$ cat config.mk
export PLATFORM = sky130hd
export DESIGN_NAME = imust_core
export DESIGN_NICKNAME = d
export VERILOG_FILES = /design/src/rtl/imust_pkg.sv /design/src/rtl/imust_fifo_if.sv /design/src/rtl/imust_core.sv /design/src/rtl/imust_fifo.sv /design/src/rtl/imust_spi.sv
export VERILOG_INCLUDE_DIRS = /design/src /design/src/rtl
export SDC_FILE = /design/constraint.sdc
export NUM_CORES = 1
export LEC_CHECK = 0
export ABC_AREA = 1
export BUFFER_PORTS_ARGS = -buffer_cell sky130_fd_sc_hd__buf_4
export CAP_MARGIN = 30
export CORE_ASPECT_RATIO = 1.2
export CORE_MARGIN = 2
export CORE_UTILIZATION = 45
export DETAILED_ROUTE_END_ITERATION = 8
export GPL_TIMING_DRIVEN = 1
export PLACE_DENSITY = 0.59
export REMOVE_ABC_BUFFERS = 1
export SETUP_SLACK_MARGIN = 0.1
export SLEW_MARGIN = 5
export SYNTH_ARGS = -nofsm -noshare
export SYNTH_HDL_FRONTEND = slang
export SYNTH_SLANG_ARGS = --single-unit
$ cat constraint.sdc
create_clock -name ref_clk_in -period 8.48 [get_ports ref_clk_in]
set_input_delay 1.696 -clock ref_clk_in [delete_from_list [all_inputs] [get_ports ref_clk_in]]
set_output_delay 1.696 -clock ref_clk_in [all_outputs]
set_load 0.01 [all_outputs]
$ cat src/rtl/imust_defs.svh
// Behaviour
// - Sample period 0x09 or less means normal mode, 0x0A or more low power.
// - Serial port is SPI mode 3, 16-bit words, most significant bit first.
// - A read takes two words; contents return during the word after the address.
// - After each sample cycle, load results and pulse data ready high.
// - Data valid 180 ms after power-on in normal mode, 250 ms low power.
// - Data resumes 60 ms after reset in normal mode, 130 ms low power.
// - Data resumes 4 ms after sleep in normal mode, 9 ms low power.
// - Flash test completes in 17 ms normal mode, 90 ms low power.
// - Sample period accepts 0x01 to 0xFF, giving 3.21 to 819.2 samples per second.
// - With sync in use, data ready follows each sync edge after 600 us.
// - Sync rates 0.86 to 1.2 kHz accepted; slower rates still operate.
`ifndef IMUST_DEFS_SVH
`define IMUST_DEFS_SVH
`define IMUST_CLK_MHZ          100
`define IMUST_NORMAL_MAX_PRD   8'h09
`define IMUST_PRD_MIN          8'h01
`define IMUST_PRD_RESET        8'h01
`define IMUST_BASE_US          1221
`define IMUST_POWERON_NORM_MS  180
`define IMUST_POWERON_LP_MS    250
`define IMUST_RESET_NORM_MS    60
`define IMUST_RESET_LP_MS      130
`define IMUST_SLEEP_NORM_MS    4
`define IMUST_SLEEP_LP_MS      9
`define IMUST_FLASH_NORM_MS    17
`define IMUST_FLASH_LP_MS      90
`define IMUST_SYNC_LAT_US      600
`define IMUST_WAKE_US          20
`define IMUST_DR_PULSE_CYC     16
`define IMUST_WORD_BITS        16
`define IMUST_ADDR_MSB         14
`define IMUST_ADDR_LSB         8
`define IMUST_WRITE_BIT        15
`define IMUST_FIFO_DEPTH       16
`endif

$ cat src/rtl/imust_pkg.sv
package imust_pkg;
    typedef enum logic [2:0] {
        IMUST_BOOT,
        IMUST_FLASH,
        IMUST_RUN,
        IMUST_SLEEP,
        IMUST_WAKE
    } imust_state_t;
    typedef logic [15:0] imust_word_t;
endpackage

$ cat src/rtl/imust_fifo_if.sv
`timescale 1ns/10ps
interface imust_fifo_if #(parameter int WIDTH = 16);
    logic             in_valid;
    logic             in_ready;
    logic [WIDTH-1:0] in_data;
    logic             out_valid;
    logic             out_ready;
    logic [WIDTH-1:0] out_data;
    modport fifo (input in_valid, in_data, out_ready, output in_ready, out_valid, out_data);
    modport user (output in_valid, in_data, out_ready, input in_ready, out_valid, out_data);
endinterface // imust_fifo_if

$ cat src/rtl/imust_core.sv
`timescale 1ns/10ps
`include "imust_defs.svh"
module imust_core #(
    parameter int unsigned CYC_PER_US = `IMUST_CLK_MHZ,
    parameter int unsigned BASE_US    = `IMUST_BASE_US,
    parameter int unsigned US_PER_MS  = 1000,
    parameter int unsigned SYNC_LAT_US = `IMUST_SYNC_LAT_US
) (
    input  wire logic        ref_clk_in,
    input  wire logic        rst_n_in,
    input  wire logic        sclk_in,
    input  wire logic        cs_n_in,
    input  wire logic        din_in,
    output logic             dout_out,
    input  wire logic [7:0]  sample_period_field_in,
    input  wire logic        sync_enable_in,
    input  wire logic        sync_clock_input_in,
    input  wire logic        sleep_req_in,
    input  wire logic        flash_test_req_in,
    input  wire logic        device_reset_req_in,
    input  wire logic [15:0] sample_data_in,
    output logic             sample_ready_out,
    output logic             data_ready_pin_out,
    output logic             low_power_out,
    output logic             data_valid_out,
    output logic             flash_busy_out
);
    typedef struct packed {
        imust_pkg::imust_state_t state;
        logic [31:0]             wait_us;
        logic [11:0]             us_div;
        logic [31:0]             sample_us;
        logic [31:0]             sync_us;
        logic                    sync_pend;
        logic [2:0]              sync_s;
        logic [4:0]              dr_cnt;
        logic [6:0]              addr;
        logic [15:0]             reply;
        logic [15:0]             result;
        logic                    booted;
        logic [31:0]             cs_low_us;
    } imust_core_st_t;
    imust_core_st_t       st_r;
    imust_core_st_t       st_nxt;
    logic                 low_power;
    logic [7:0]           prd;
    logic                 us_tick;
    logic                 sample_evt;
    logic                 cmd_valid;
    logic [15:0]          cmd_word;
    logic                 cs_low;
    imust_fifo_if #(.WIDTH(16)) fq ();

    // Zero is outside the accepted range and is treated as the fastest rate.
    assign prd       = (sample_period_field_in < `IMUST_PRD_MIN) ? 8'(`IMUST_PRD_MIN)
                                                                   : sample_period_field_in;
    assign low_power = prd > 8'(`IMUST_NORMAL_MAX_PRD);
    assign us_tick   = st_r.us_div == 12'(CYC_PER_US - 1);

    function automatic logic [31:0] ms_pick(input logic lp, input int unsigned n_ms, input int unsigned l_ms);
        return lp ? 32'(l_ms * US_PER_MS) : 32'(n_ms * US_PER_MS);
    endfunction

    imust_spi u_spi (
        .ref_clk_in    (ref_clk_in),
        .rst_n_in      (rst_n_in),
        .sclk_in       (sclk_in),
        .cs_n_in       (cs_n_in),
        .din_in        (din_in),
        .dout_out      (dout_out),
        .reply_in      (st_r.reply),
        .cmd_valid_out (cmd_valid),
        .cmd_word_out  (cmd_word),
        .cs_low_out    (cs_low)
    );

    imust_fifo #(.WIDTH(16), .DEPTH(`IMUST_FIFO_DEPTH)) u_fifo (
        .ref_clk_in (ref_clk_in),
        .rst_n_in   (rst_n_in),
        .port       (fq)
    );

    assign fq.in_valid  = sample_evt && (st_r.state == imust_pkg::IMUST_RUN);
    assign fq.in_data   = sample_data_in;
    // The FIFO drains into the output register only while chip select is high, not during a read or a wake.
    assign fq.out_ready = !cs_low;
    assign sample_ready_out = fq.in_ready;

    // Sample event: internal timebase or the delayed sync edge.
    assign sample_evt = sync_enable_in ? (st_r.sync_pend && st_r.sync_us == 32'(SYNC_LAT_US))
                                       : (us_tick && st_r.sample_us >= 32'(prd) * 32'(BASE_US) / 32'd1);

    always_comb begin
        st_nxt        = st_r;
        st_nxt.sync_s = {st_r.sync_s[1:0], sync_clock_input_in};
        st_nxt.us_div = us_tick ? 12'h000 : st_r.us_div + 12'h001;
        if (st_r.dr_cnt != 5'h00) begin
            st_nxt.dr_cnt = st_r.dr_cnt - 5'h01;
        end
        if (us_tick) begin
            st_nxt.sample_us = st_r.sample_us + 32'h1;
            if (st_r.wait_us != 32'h0) begin
                st_nxt.wait_us = st_r.wait_us - 32'h1;
            end
            if (st_r.sync_pend) begin
                st_nxt.sync_us = st_r.sync_us + 32'h1;
            end
            st_nxt.cs_low_us = cs_low ? st_r.cs_low_us + 32'h1 : 32'h0;
        end
        if (sample_evt) begin
            st_nxt.sample_us = 32'h0;
            st_nxt.sync_pend = 1'b0;
        end
        // No minimum-rate check: slow sync edges simply give slower samples.
        // A sync edge in the cycle of a sample wins, so that edge is not lost; an edge while one is pending restarts the wait.
        if (sync_enable_in && !st_r.sync_s[2] && st_r.sync_s[1]) begin
            st_nxt.sync_pend = 1'b1;
            st_nxt.sync_us   = 32'h0;
        end
        if (fq.out_valid && fq.out_ready) begin
            st_nxt.result = fq.out_data;
            st_nxt.dr_cnt = 5'(`IMUST_DR_PULSE_CYC);
        end
        if (cmd_valid && !cmd_word[`IMUST_WRITE_BIT]) begin
            st_nxt.addr  = cmd_word[`IMUST_ADDR_MSB:`IMUST_ADDR_LSB];
            st_nxt.reply = st_r.result;
        end
        unique case (st_r.state)
            imust_pkg::IMUST_BOOT: begin
                // The power-on wait is loaded on the first clock after reset, so RUN cannot come early.
                if (!st_r.booted) begin
                    st_nxt.booted  = 1'b1;
                    st_nxt.wait_us = ms_pick(low_power, `IMUST_POWERON_NORM_MS, `IMUST_POWERON_LP_MS);
                end else if (st_r.wait_us == 32'h0) begin
                    st_nxt.state = imust_pkg::IMUST_RUN;
                end
            end
            imust_pkg::IMUST_FLASH,
            imust_pkg::IMUST_WAKE: begin
                if (st_r.wait_us == 32'h0) begin
                    st_nxt.state = imust_pkg::IMUST_RUN;
                end
            end
            imust_pkg::IMUST_RUN: begin
                if (sleep_req_in) begin
                    st_nxt.state = imust_pkg::IMUST_SLEEP;
                end else if (flash_test_req_in) begin
                    st_nxt.state   = imust_pkg::IMUST_FLASH;
                    st_nxt.wait_us = ms_pick(low_power, `IMUST_FLASH_NORM_MS, `IMUST_FLASH_LP_MS);
                end
            end
            imust_pkg::IMUST_SLEEP: begin
                if (st_r.cs_low_us >= 32'(`IMUST_WAKE_US)) begin
                    st_nxt.state   = imust_pkg::IMUST_WAKE;
                    st_nxt.wait_us = ms_pick(low_power, `IMUST_SLEEP_NORM_MS, `IMUST_SLEEP_LP_MS);
                end
            end
            default: st_nxt.state = imust_pkg::IMUST_BOOT;
        endcase
        if (device_reset_req_in) begin
            st_nxt.state   = imust_pkg::IMUST_BOOT;
            st_nxt.wait_us = ms_pick(low_power, `IMUST_RESET_NORM_MS, `IMUST_RESET_LP_MS);
        end
    end

    always_ff @(posedge ref_clk_in or negedge rst_n_in) begin
        if (!rst_n_in) begin
            st_r <= '{state: imust_pkg::IMUST_BOOT, default: '0};
        end else begin
            st_r <= st_nxt;
        end
    end

    assign data_ready_pin_out = st_r.dr_cnt != 5'h00;
    assign low_power_out      = low_power;
    assign data_valid_out     = st_r.state == imust_pkg::IMUST_RUN;
    assign flash_busy_out     = st_r.state == imust_pkg::IMUST_FLASH;

    property p_mode;
        @(posedge ref_clk_in) disable iff (!rst_n_in)
        (sample_period_field_in >= 8'h0A) |-> low_power_out;
    endproperty
    a_mode: assert property (p_mode) else $error("mode wrong");
    property p_dr;
        @(posedge ref_clk_in) disable iff (!rst_n_in)
        (fq.out_valid && fq.out_ready) |=> data_ready_pin_out[*8];
    endproperty
    a_dr: assert property (p_dr) else $error("data ready short");
    property p_sleep_hold;
        @(posedge ref_clk_in) disable iff (!rst_n_in)
        (st_r.state == imust_pkg::IMUST_SLEEP && !cs_low) |=> st_r.state != imust_pkg::IMUST_WAKE;
    endproperty
    a_sleep_hold: assert property (p_sleep_hold) else $error("woke without chip select");
    property p_flash;
        @(posedge ref_clk_in) disable iff (!rst_n_in)
        (st_r.state == imust_pkg::IMUST_RUN && flash_test_req_in && !sleep_req_in && !device_reset_req_in)
        |=> flash_busy_out && st_r.wait_us != 32'h0;
    endproperty
    a_flash: assert property (p_flash) else $error("flash test not started");
    property p_reset;
        @(posedge ref_clk_in) disable iff (!rst_n_in)
        device_reset_req_in |=> !data_valid_out;
    endproperty
    a_reset: assert property (p_reset) else $error("reset did not stop data");
    property p_wake;
        @(posedge ref_clk_in) disable iff (!rst_n_in)
        $rose(st_r.state == imust_pkg::IMUST_WAKE) |-> st_r.wait_us >= 32'(`IMUST_SLEEP_NORM_MS * US_PER_MS);
    endproperty
    a_wake: assert property (p_wake) else $error("wake wait too short");
    property p_boot;
        @(posedge ref_clk_in) disable iff (!rst_n_in)
        !st_r.booted |=> !data_valid_out && st_r.wait_us != 32'h0;
    endproperty
    a_boot: assert property (p_boot) else $error("data before power-on wait");
    property p_sync;
        @(posedge ref_clk_in) disable iff (!rst_n_in)
        (sync_enable_in && st_r.sync_pend && st_r.sync_us < 32'(SYNC_LAT_US)) |-> !sample_evt;
    endproperty
    a_sync: assert property (p_sync) else $error("sync sample early");
endmodule // imust_core

$ cat src/rtl/imust_fifo.sv
`timescale 1ns/10ps
module imust_fifo #(
    parameter int WIDTH = 16,
    parameter int DEPTH = 16
) (
    input  wire logic    ref_clk_in,
    input  wire logic    rst_n_in,
    imust_fifo_if.fifo   port
);
    localparam int AW = $clog2(DEPTH);
    typedef struct packed {
        logic [AW-1:0] wr;
        logic [AW-1:0] rd;
        logic [AW:0]   count;
    } imust_fifo_st_t;
    imust_fifo_st_t   st_r;
    imust_fifo_st_t   st_nxt;
    logic [WIDTH-1:0] mem [DEPTH];
    logic             push;
    logic             pop;

    assign port.in_ready  = (st_r.count != (AW+1)'(DEPTH));
    assign port.out_valid = (st_r.count != '0);
    assign port.out_data  = mem[st_r.rd];
    assign push = port.in_valid && port.in_ready;
    assign pop  = port.out_valid && port.out_ready;

    always_comb begin
        st_nxt = st_r;
        if (push) begin
            st_nxt.wr = st_r.wr + 1'b1;
        end
        if (pop) begin
            st_nxt.rd = st_r.rd + 1'b1;
        end
        st_nxt.count = st_r.count + (AW+1)'(push) - (AW+1)'(pop);
    end

    always_ff @(posedge ref_clk_in or negedge rst_n_in) begin
        if (!rst_n_in) begin
            st_r <= '0;
        end else begin
            st_r <= st_nxt;
        end
    end

    always_ff @(posedge ref_clk_in) begin
        if (push) begin
            mem[st_r.wr] <= port.in_data;
        end
    end

    property p_count_bound;
        @(posedge ref_clk_in) disable iff (!rst_n_in)
        st_r.count <= (AW+1)'(DEPTH);
    endproperty
    a_count_bound: assert property (p_count_bound) else $error("fifo count above depth");
endmodule // imust_fifo

$ cat src/rtl/imust_spi.sv
`timescale 1ns/10ps
`include "imust_defs.svh"
module imust_spi (
    input  wire logic        ref_clk_in,
    input  wire logic        rst_n_in,
    input  wire logic        sclk_in,
    input  wire logic        cs_n_in,
    input  wire logic        din_in,
    output logic             dout_out,
    input  wire logic [15:0] reply_in,
    output logic             cmd_valid_out,
    output logic [15:0]      cmd_word_out,
    output logic             cs_low_out
);
    typedef struct packed {
        logic [2:0]  sclk_s;
        logic [2:0]  cs_s;
        logic [2:0]  din_s;
        logic [15:0] shift_in;
        logic [15:0] shift_out;
        logic [4:0]  bits;
        logic        dout;
        logic        cmd_valid;
        logic [15:0] cmd_word;
    } imust_spi_st_t;
    imust_spi_st_t st_r;
    imust_spi_st_t st_nxt;
    logic          sclk_fall;
    logic          sclk_rise;
    logic          cs_low;

    // The first stage only absorbs metastability, so edges are judged on the second and third.
    function automatic logic sclk_edge_fall(input logic [1:0] s);
        return s[1] && !s[0];
    endfunction

    assign sclk_fall = sclk_edge_fall(st_r.sclk_s[2:1]);
    always_comb begin
        st_nxt           = st_r;
        st_nxt.cmd_valid = 1'b0;
        st_nxt.sclk_s    = {st_r.sclk_s[1:0], sclk_in};
        st_nxt.cs_s      = {st_r.cs_s[1:0], cs_n_in};
        st_nxt.din_s     = {st_r.din_s[1:0], din_in};
        if (cs_low) begin
            if (sclk_rise) begin
                st_nxt.shift_in = {st_r.shift_in[14:0], st_r.din_s[2]};
                st_nxt.bits     = st_r.bits + 5'h01;
                if (st_r.bits == 5'(`IMUST_WORD_BITS - 1)) begin
                    st_nxt.cmd_valid = 1'b1;
                    st_nxt.cmd_word  = {st_r.shift_in[14:0], st_r.din_s[2]};
                    st_nxt.bits      = 5'h00;
                end
            end
            if (sclk_fall) begin
                if (st_r.bits == 5'h00) begin
                    st_nxt.dout      = reply_in[15];
                    st_nxt.shift_out = {reply_in[14:0], 1'b0};
                end else begin
                    st_nxt.dout      = st_r.shift_out[15];
                    st_nxt.shift_out = {st_r.shift_out[14:0], 1'b0};
                end
            end
        end else begin
            st_nxt.bits = 5'h00;
        end
    end

    assign sclk_rise     = !st_r.sclk_s[2] && st_r.sclk_s[1];
    assign cs_low        = !st_r.cs_s[2] && !st_r.cs_s[1];
    assign dout_out      = st_r.dout;
    assign cmd_valid_out = st_r.cmd_valid;
    assign cmd_word_out  = st_r.cmd_word;
    assign cs_low_out    = cs_low;

    always_ff @(posedge ref_clk_in or negedge rst_n_in) begin
        if (!rst_n_in) begin
            st_r <= '{sclk_s: 3'h7, cs_s: 3'h7, default: '0};
        end else begin
            st_r <= st_nxt;
        end
    end

    property p_word_count;
        @(posedge ref_clk_in) disable iff (!rst_n_in)
        st_r.cmd_valid |-> st_r.bits == 5'h00;
    endproperty
    a_word_count: assert property (p_word_count) else $error("word strobe without bit counter reset");
endmodule // imust_spi

# [Word level (Yosys, flattened, before mapping)]
# Memories as Yosys holds them, arrays and structs flattened. A register that Yosys moved wholly into a read port is not among the register bits.
# Cells that the tools add are included.
[op_classes] add_sub_neg=11 n_mul=1 order_cmp=4 eq_ne=12 n_mux=37 n_reduce_logical=36
[ops] operator="32-bit two-way mux" n=7
[ops] operator="35-bit two-way mux" n=3
[ops] operator="17-bit two-way mux" n=6
[ops] operator="32-bit by 1-bit adder with 32-bit output (second input constant)" n=3
[ops] operator="32-bit case mux with 3 select lines" n=1
[ops] operator="64-bit two-way mux" n=1
[ops] operator="33-bit two-way mux" n=1
[ops] operator="32-bit by 10-bit == test with 1-bit output (second input constant)" n=1
[ops] operator="32-bit by 19-bit >= comparator with 1-bit output" n=1
[ops] operator="32-bit by 5-bit >= comparator with 1-bit output (second input constant)" n=1
[ops] operator="32-bit logical NOT" n=1
[ops] operator="32-bit nonzero test" n=1
[ops] operator="32-bit by 1-bit subtractor with 32-bit output (second input constant)" n=1
[ops] operator="5-bit two-way mux" n=5
[ops] operator="8-bit by 11-bit multiplier with 19-bit output (second input constant)" n=1
[ops] operator="16-bit two-way mux" n=1
[ops] operator="14-bit two-way mux" n=1
[ops] operator="12-bit by 1-bit adder with 12-bit output (second input constant)" n=1
[ops] operator="12-bit by 7-bit == test with 1-bit output (second input constant)" n=1
[ops] operator="12-bit two-way mux" n=1
[ops] operator="3-bit case mux with 4 select lines" n=1
[ops] operator="1-bit logical AND" n=11
[ops] operator="2-bit nonzero test" n=5
[ops] operator="5-bit nonzero test" n=2
[ops] operator="other kinds (24)" n=43
[word_totals] register_bits=245 mem_bits_rw=256 input_bits=34 output_inout_bits=6 wordCells=125 n_memories=1
[memory_table] memory="u_fifo.mem" words=16 word_bits=16 rd=1 rd_ports_with_merged_regs=1 write_ports=1 line_no="imust_fifo.sv:18" rtl="logic [WIDTH-1:0] mem [DEPTH];"

# [Depth between registers and ports, before layout]
[logic_depth] depth_word=10 ltp_mapped=36 mapped_depth_nobuf=36

# [Modules after synthesis]
# From an unflattened synthesis, not the netlist that was laid out.
[unflattened] hier_cells=3197 area_unflattened_um2=27292.4
[by_module_without_submodules] mod="imust_core" instances=1 cells_per_inst=1757 area_per_inst_um2=12894.9 seq_area_each_um2=4629.4
[by_module_without_submodules] mod="imust_fifo" instances=1 cells_per_inst=1103 area_per_inst_um2=11598.6 seq_area_each_um2=8012.7
[by_module_without_submodules] mod="imust_spi" instances=1 cells_per_inst=337 area_per_inst_um2=2798.9 seq_area_each_um2=1559.0

# [Least setup slack after synthesis]
# No wires, ideal clock.
[synth_path] path_type="in2reg" start="input sample_period_field_in[6]" end="memory u_fifo.mem[0][0] (enable)" setup_ns=0.388 t_arrival_ns=7.040 path_slack_ns=1.052 cell_stages=31 path_cell_list="inv_1 -> ha_1 -> nand2_1 -> nor4_1 -> nor2_1 -> inv_1 -> fa_1 -> inv_1 -> ha_1 -> fa_1 -> ha_1 -> a21oi_1 -> o21ai_0 -> a21oi_1 -> o21ai_0 -> a21oi_1 -> o21ai_0 -> xnor2_1 -> ha_1 -> nand4_1 -> nor3_1 -> nand2_1 -> nand2_1 -> nand2_1 -> nand2_1 -> nand2_1 -> nand2_2 -> nand2_1 -> inv_1 -> nand2_1 -> nor2_1"
[synth_via] elab_chain_cells=10
[synth_lines] element="start, declared" line_no="imust_core.sv:15" rtl="input wire logic [7:0] sample_period_field_in,"
[synth_lines] element="8-bit by 1-bit less-than comparator with 1-bit output (no source line)"
[synth_lines] element="8-bit two-way mux (*)" line_no="imust_core.sv:55" rtl="assign prd = (sample_period_field_in < `IMUST_PRD_MIN) ? 8'(`IMUST_PRD_MIN)"
[synth_lines] element="8-bit by 11-bit multiplier with 19-bit output (*)" line_no="imust_core.sv:91" rtl=": (us_tick && st_r.sample_us >= 32'(prd) * 32'(BASE_US) / 32'd1);"
[synth_lines] element="32-bit by 19-bit >= comparator with 1-bit output (*)" line_no="imust_core.sv:91"
[synth_lines] element="1-bit logical AND (*)" line_no="imust_core.sv:91"
[synth_lines] element="1-bit two-way mux (*)" line_no="imust_core.sv:90" rtl="assign sample_evt = sync_enable_in ? (st_r.sync_pend && st_r.sync_us == 32'(SYNC_LAT_US))"
[synth_lines] element="1-bit logical AND (*)" line_no="imust_core.sv:83" rtl="assign fq.in_valid = sample_evt && (st_r.state == imust_pkg::IMUST_RUN);"
[synth_lines] element="1-bit logical AND (*)" line_no="imust_fifo.sv:25" rtl="assign push = port.in_valid && port.in_ready;"
[synth_lines] element="via u_fifo.push" line_no="imust_fifo.sv:19" rtl="logic push;"
[synth_lines] element="1-bit two-way mux (*)" line_no="imust_fifo.sv:48" rtl="if (push) begin"
[synth_lines] element="1-bit two-way mux (not written as such) (*)" line_no="imust_fifo.sv:49" rtl="mem[st_r.wr] <= port.in_data;"
[synth_lines] element="end, declared" line_no="imust_fifo.sv:18"
# The timed path passes the listed nets; every way through them passes the cells marked *.

==> run metrics <==
outcome finished clean; clk sinks roughly 500; Combinational Power Share about 23%; Post-Syn Area 0.0253 mm2; worst hold start u_spi.st_nxt[56]; Hold WC Path Type flip-flop to flip-flop; Die Ht about 260 um; Congestion Overflow GR 0; Netlist cell types 55; Rel. slew slack around a third; maximum clock path buffer count 3; cts hold-fix bufs 0; clk_lat worst skew 620 ps; Synth area leader edfxtp_1; drt wl/cell between 15 and 20 um; # diodes 0; Max Clock Skew 33.2 ps; Post-Route WL approximately 60000 um; Die W 220 um; Yosys reg bits about 500; Final Hold Viols 0; Max rail drop VDD about 0.19 mV; worst-path fanout max 9; gr usage total roughly 21%; HPWL Detailed between 40000 and 50000 um; buffer count from post-CTS setup fixing 0; largest net degree at the start of global routing ~130; fin util around 50%; Synth Flop Type edfxtp_1; final worst slack roughly 850 ps; Post-Synthesis Cells approximately 2.6k; Initial Utilization 45.4%; post-route clock period utilization between 90% and 100%; synthesis-to-layout area growth 11.9%; reg2reg path depth 6; GP Congestion about 0.9; CP endpoint kind flip-flop; syn_area_per_cell between 9 and 10 um2; post-synthesis sequential area ratio between 50% and 60%; Core Area ~0.056 mm2; unrepaired setup endpoints after global routing false; Iteration-0 DRC Markers between 1k and 1.5k; port bufs 39; Worst setup startpoint sample_period_field_in[6]; Synth warnings 0; max_cap viols 0; vias in the first global route around 19k; Leak Pwr between 10 and 15 nW; Die Footprint between 0.05 and 0.06 mm2; # H-tree levels 2; CTS buffer count between 50 and 60; DR vias/cell 5.42; wire length on met1 around 26000 um; Post-synth EDFFs about 260; met3 WL post-DR around 2300 um; synth top area cells edfxtp_1, dfrtp_1, nand2_1; clock transition at the registers of the reported paths about 60 ps; Slowest Stage Delay on Critical Path around 480 ps; kind of critical path primary input to flip-flop; Startpoint Class primary input; most frequent cells in the layout nand2_1, nor2_1, inv_1, edfxtp_1, dfrtp_1; IO Pins 40; FP Rows 95; most common cell after layout, fill and taps aside nand2_1; setup_tns 0 ps; critical path's slowest cell fa_1; worst r2r src u_fifo.st_r[5]; final net count 2803; sw frac around a third; worst slack at placement roughly 170 ps; initial antenna violation count 0; Clock Power Share between 30 and 40%; switching power roughly 0.0022 W; Post-CTS Resized 0; via count ~19k; post-synth top area share between 30% and 40%; Finish-stage setup viols 0; Sequential Power Share between 40 and 50%; post-route antenna net violation count 0; met2 wire len 31100 um; CP dominant cell by count nand2_1; min Tclk post-route between 7000 and 8000 ps; number of remaining DRC errors 0; global-route wire length before repair around 100000 um; CTS Root Cell clkbuf_16; Pint between 0.004 and 0.005 W; worst path required time 8980 ps; P per Cell Area 243 mW/mm2; asr flop ratio synth just under 50%; top routing layer used met4; Worst-Margin Slew approximately 1000 ps; Crit path arrival time roughly 8000 ps; CTS tree built; layout cells sized above 1 about 8.5%; drt pass-1 iters 5; Slew Limit Fails 0; max frequency between 100 and 150 MHz; worst hold path stage count 0
[state kept, by name, indices dropped and copies added (netlist names)]
name,flops
u_spi.cmd_word_out,1
u_spi.st_r,38
u_fifo.mem,256
u_spi.cmd_valid_out,1
u_fifo.st_r,13
u_spi.dout_out,1
st_nxt,2
u_spi.st_nxt,6
st_r,183
[kinds of logic (layout without fill, tap and decap cells)]
group	after synthesis	count (layout)	share of synthesized area (%)
compound gates	412	412	9.98
xor+xnor	83	83	2.87
fa+ha+maj	107	107	5.59
buf+inv	370	453	5.56
flops	501	501	54.6
mux	55	55	2.23
simple gates	1092	1092	19.1
[worst max-delay path, delay by kind of cell]
family                   cells  cell delay (ps)
adder cells (fa/ha/maj)      8             2590
buffers and inverters        6              630
AO/OA/AOI/OAI                8             1360
AND/OR/NAND/NOR             12             1540
XOR/XNOR                     2              290
[area by class of cell]
| class | instances | area [um2] |
|---|---|---|
| Clock buffer | 66 | 1420 |
| Clock inverter | 29 | 402 |
| Fill cell | 5099 | 27400 |
| Inverter | 288 | 1080 |
| Multi-Input combinational cell | 1749 | 10100 |
| Sequential cell | 501 | 13800 |
| Tap cell | 727 | 910 |
| Timing Repair Buffer | 70 | 564 |
[Yosys cell counts (all sizes together), types with 5 or more instances]
cell type and instances:
a31oi 22, nor3 84, o31ai 20, nor2 378, dfrtp 239, o32ai 21, o221ai 44, fa 10
o21ai 168, nand4 72, o21a 5, buf 15, clkinv 6, o22ai 6, mux2i 44, inv 282
a211oi 6, a21oi 82, xor2 67, xnor2 16, nand3 108, mux2 11, dfstp 6, edfxtp 256
nand2 417, nand3b 5, nor3b 5, ha 97, nor4 21, o211ai 27, clkbuf 67
[metal layers]
metal,up-vias,GRT usage (%)
met3,105,2.98
met1,9018,27.0
met2,363,37.7
li1,9113,-
met5,-,0
met4,0,6.78
[per-stage QoR]
stage / hold WS, ps / power, W / area [um2] / instances
3_3_place_gp: 336 / 0.00447 / 26500 / 3332
6_report: 349 / 0.00688 / 28300 / 3430
2_1_floorplan: 331 / 0.00394 / 25000 / 2538
4_1_cts: 351 / 0.00694 / 28300 / 3428
5_1_grt: 358 / 0.00724 / 28300 / 3430
3_5_place_dp: 337 / 0.00449 / 26500 / 3333
[final timing paths]
check | to | slack [ps]
max | u_fifo.st_r[4] | 850
min | u_spi.st_nxt[57] | 350
max reg2reg | st_r[33] | 5280
min reg2reg | u_spi.st_nxt[57] | 350
max in group asynchronous | u_spi.st_r[63] | 6100
min in group asynchronous | st_r[98] | 1170
[power groups by stage]
stage               combinational, W  clock, W  sequential (W)
floorplan                    0.00101         0         0.00293
global placement             0.00157         0         0.00290
detailed placement           0.00159         0         0.00290
CTS                          0.00160   0.00249         0.00285
global route                 0.00177   0.00259         0.00287
finish                       0.00159   0.00244         0.00285
Power figures use the tool's default switching activity.
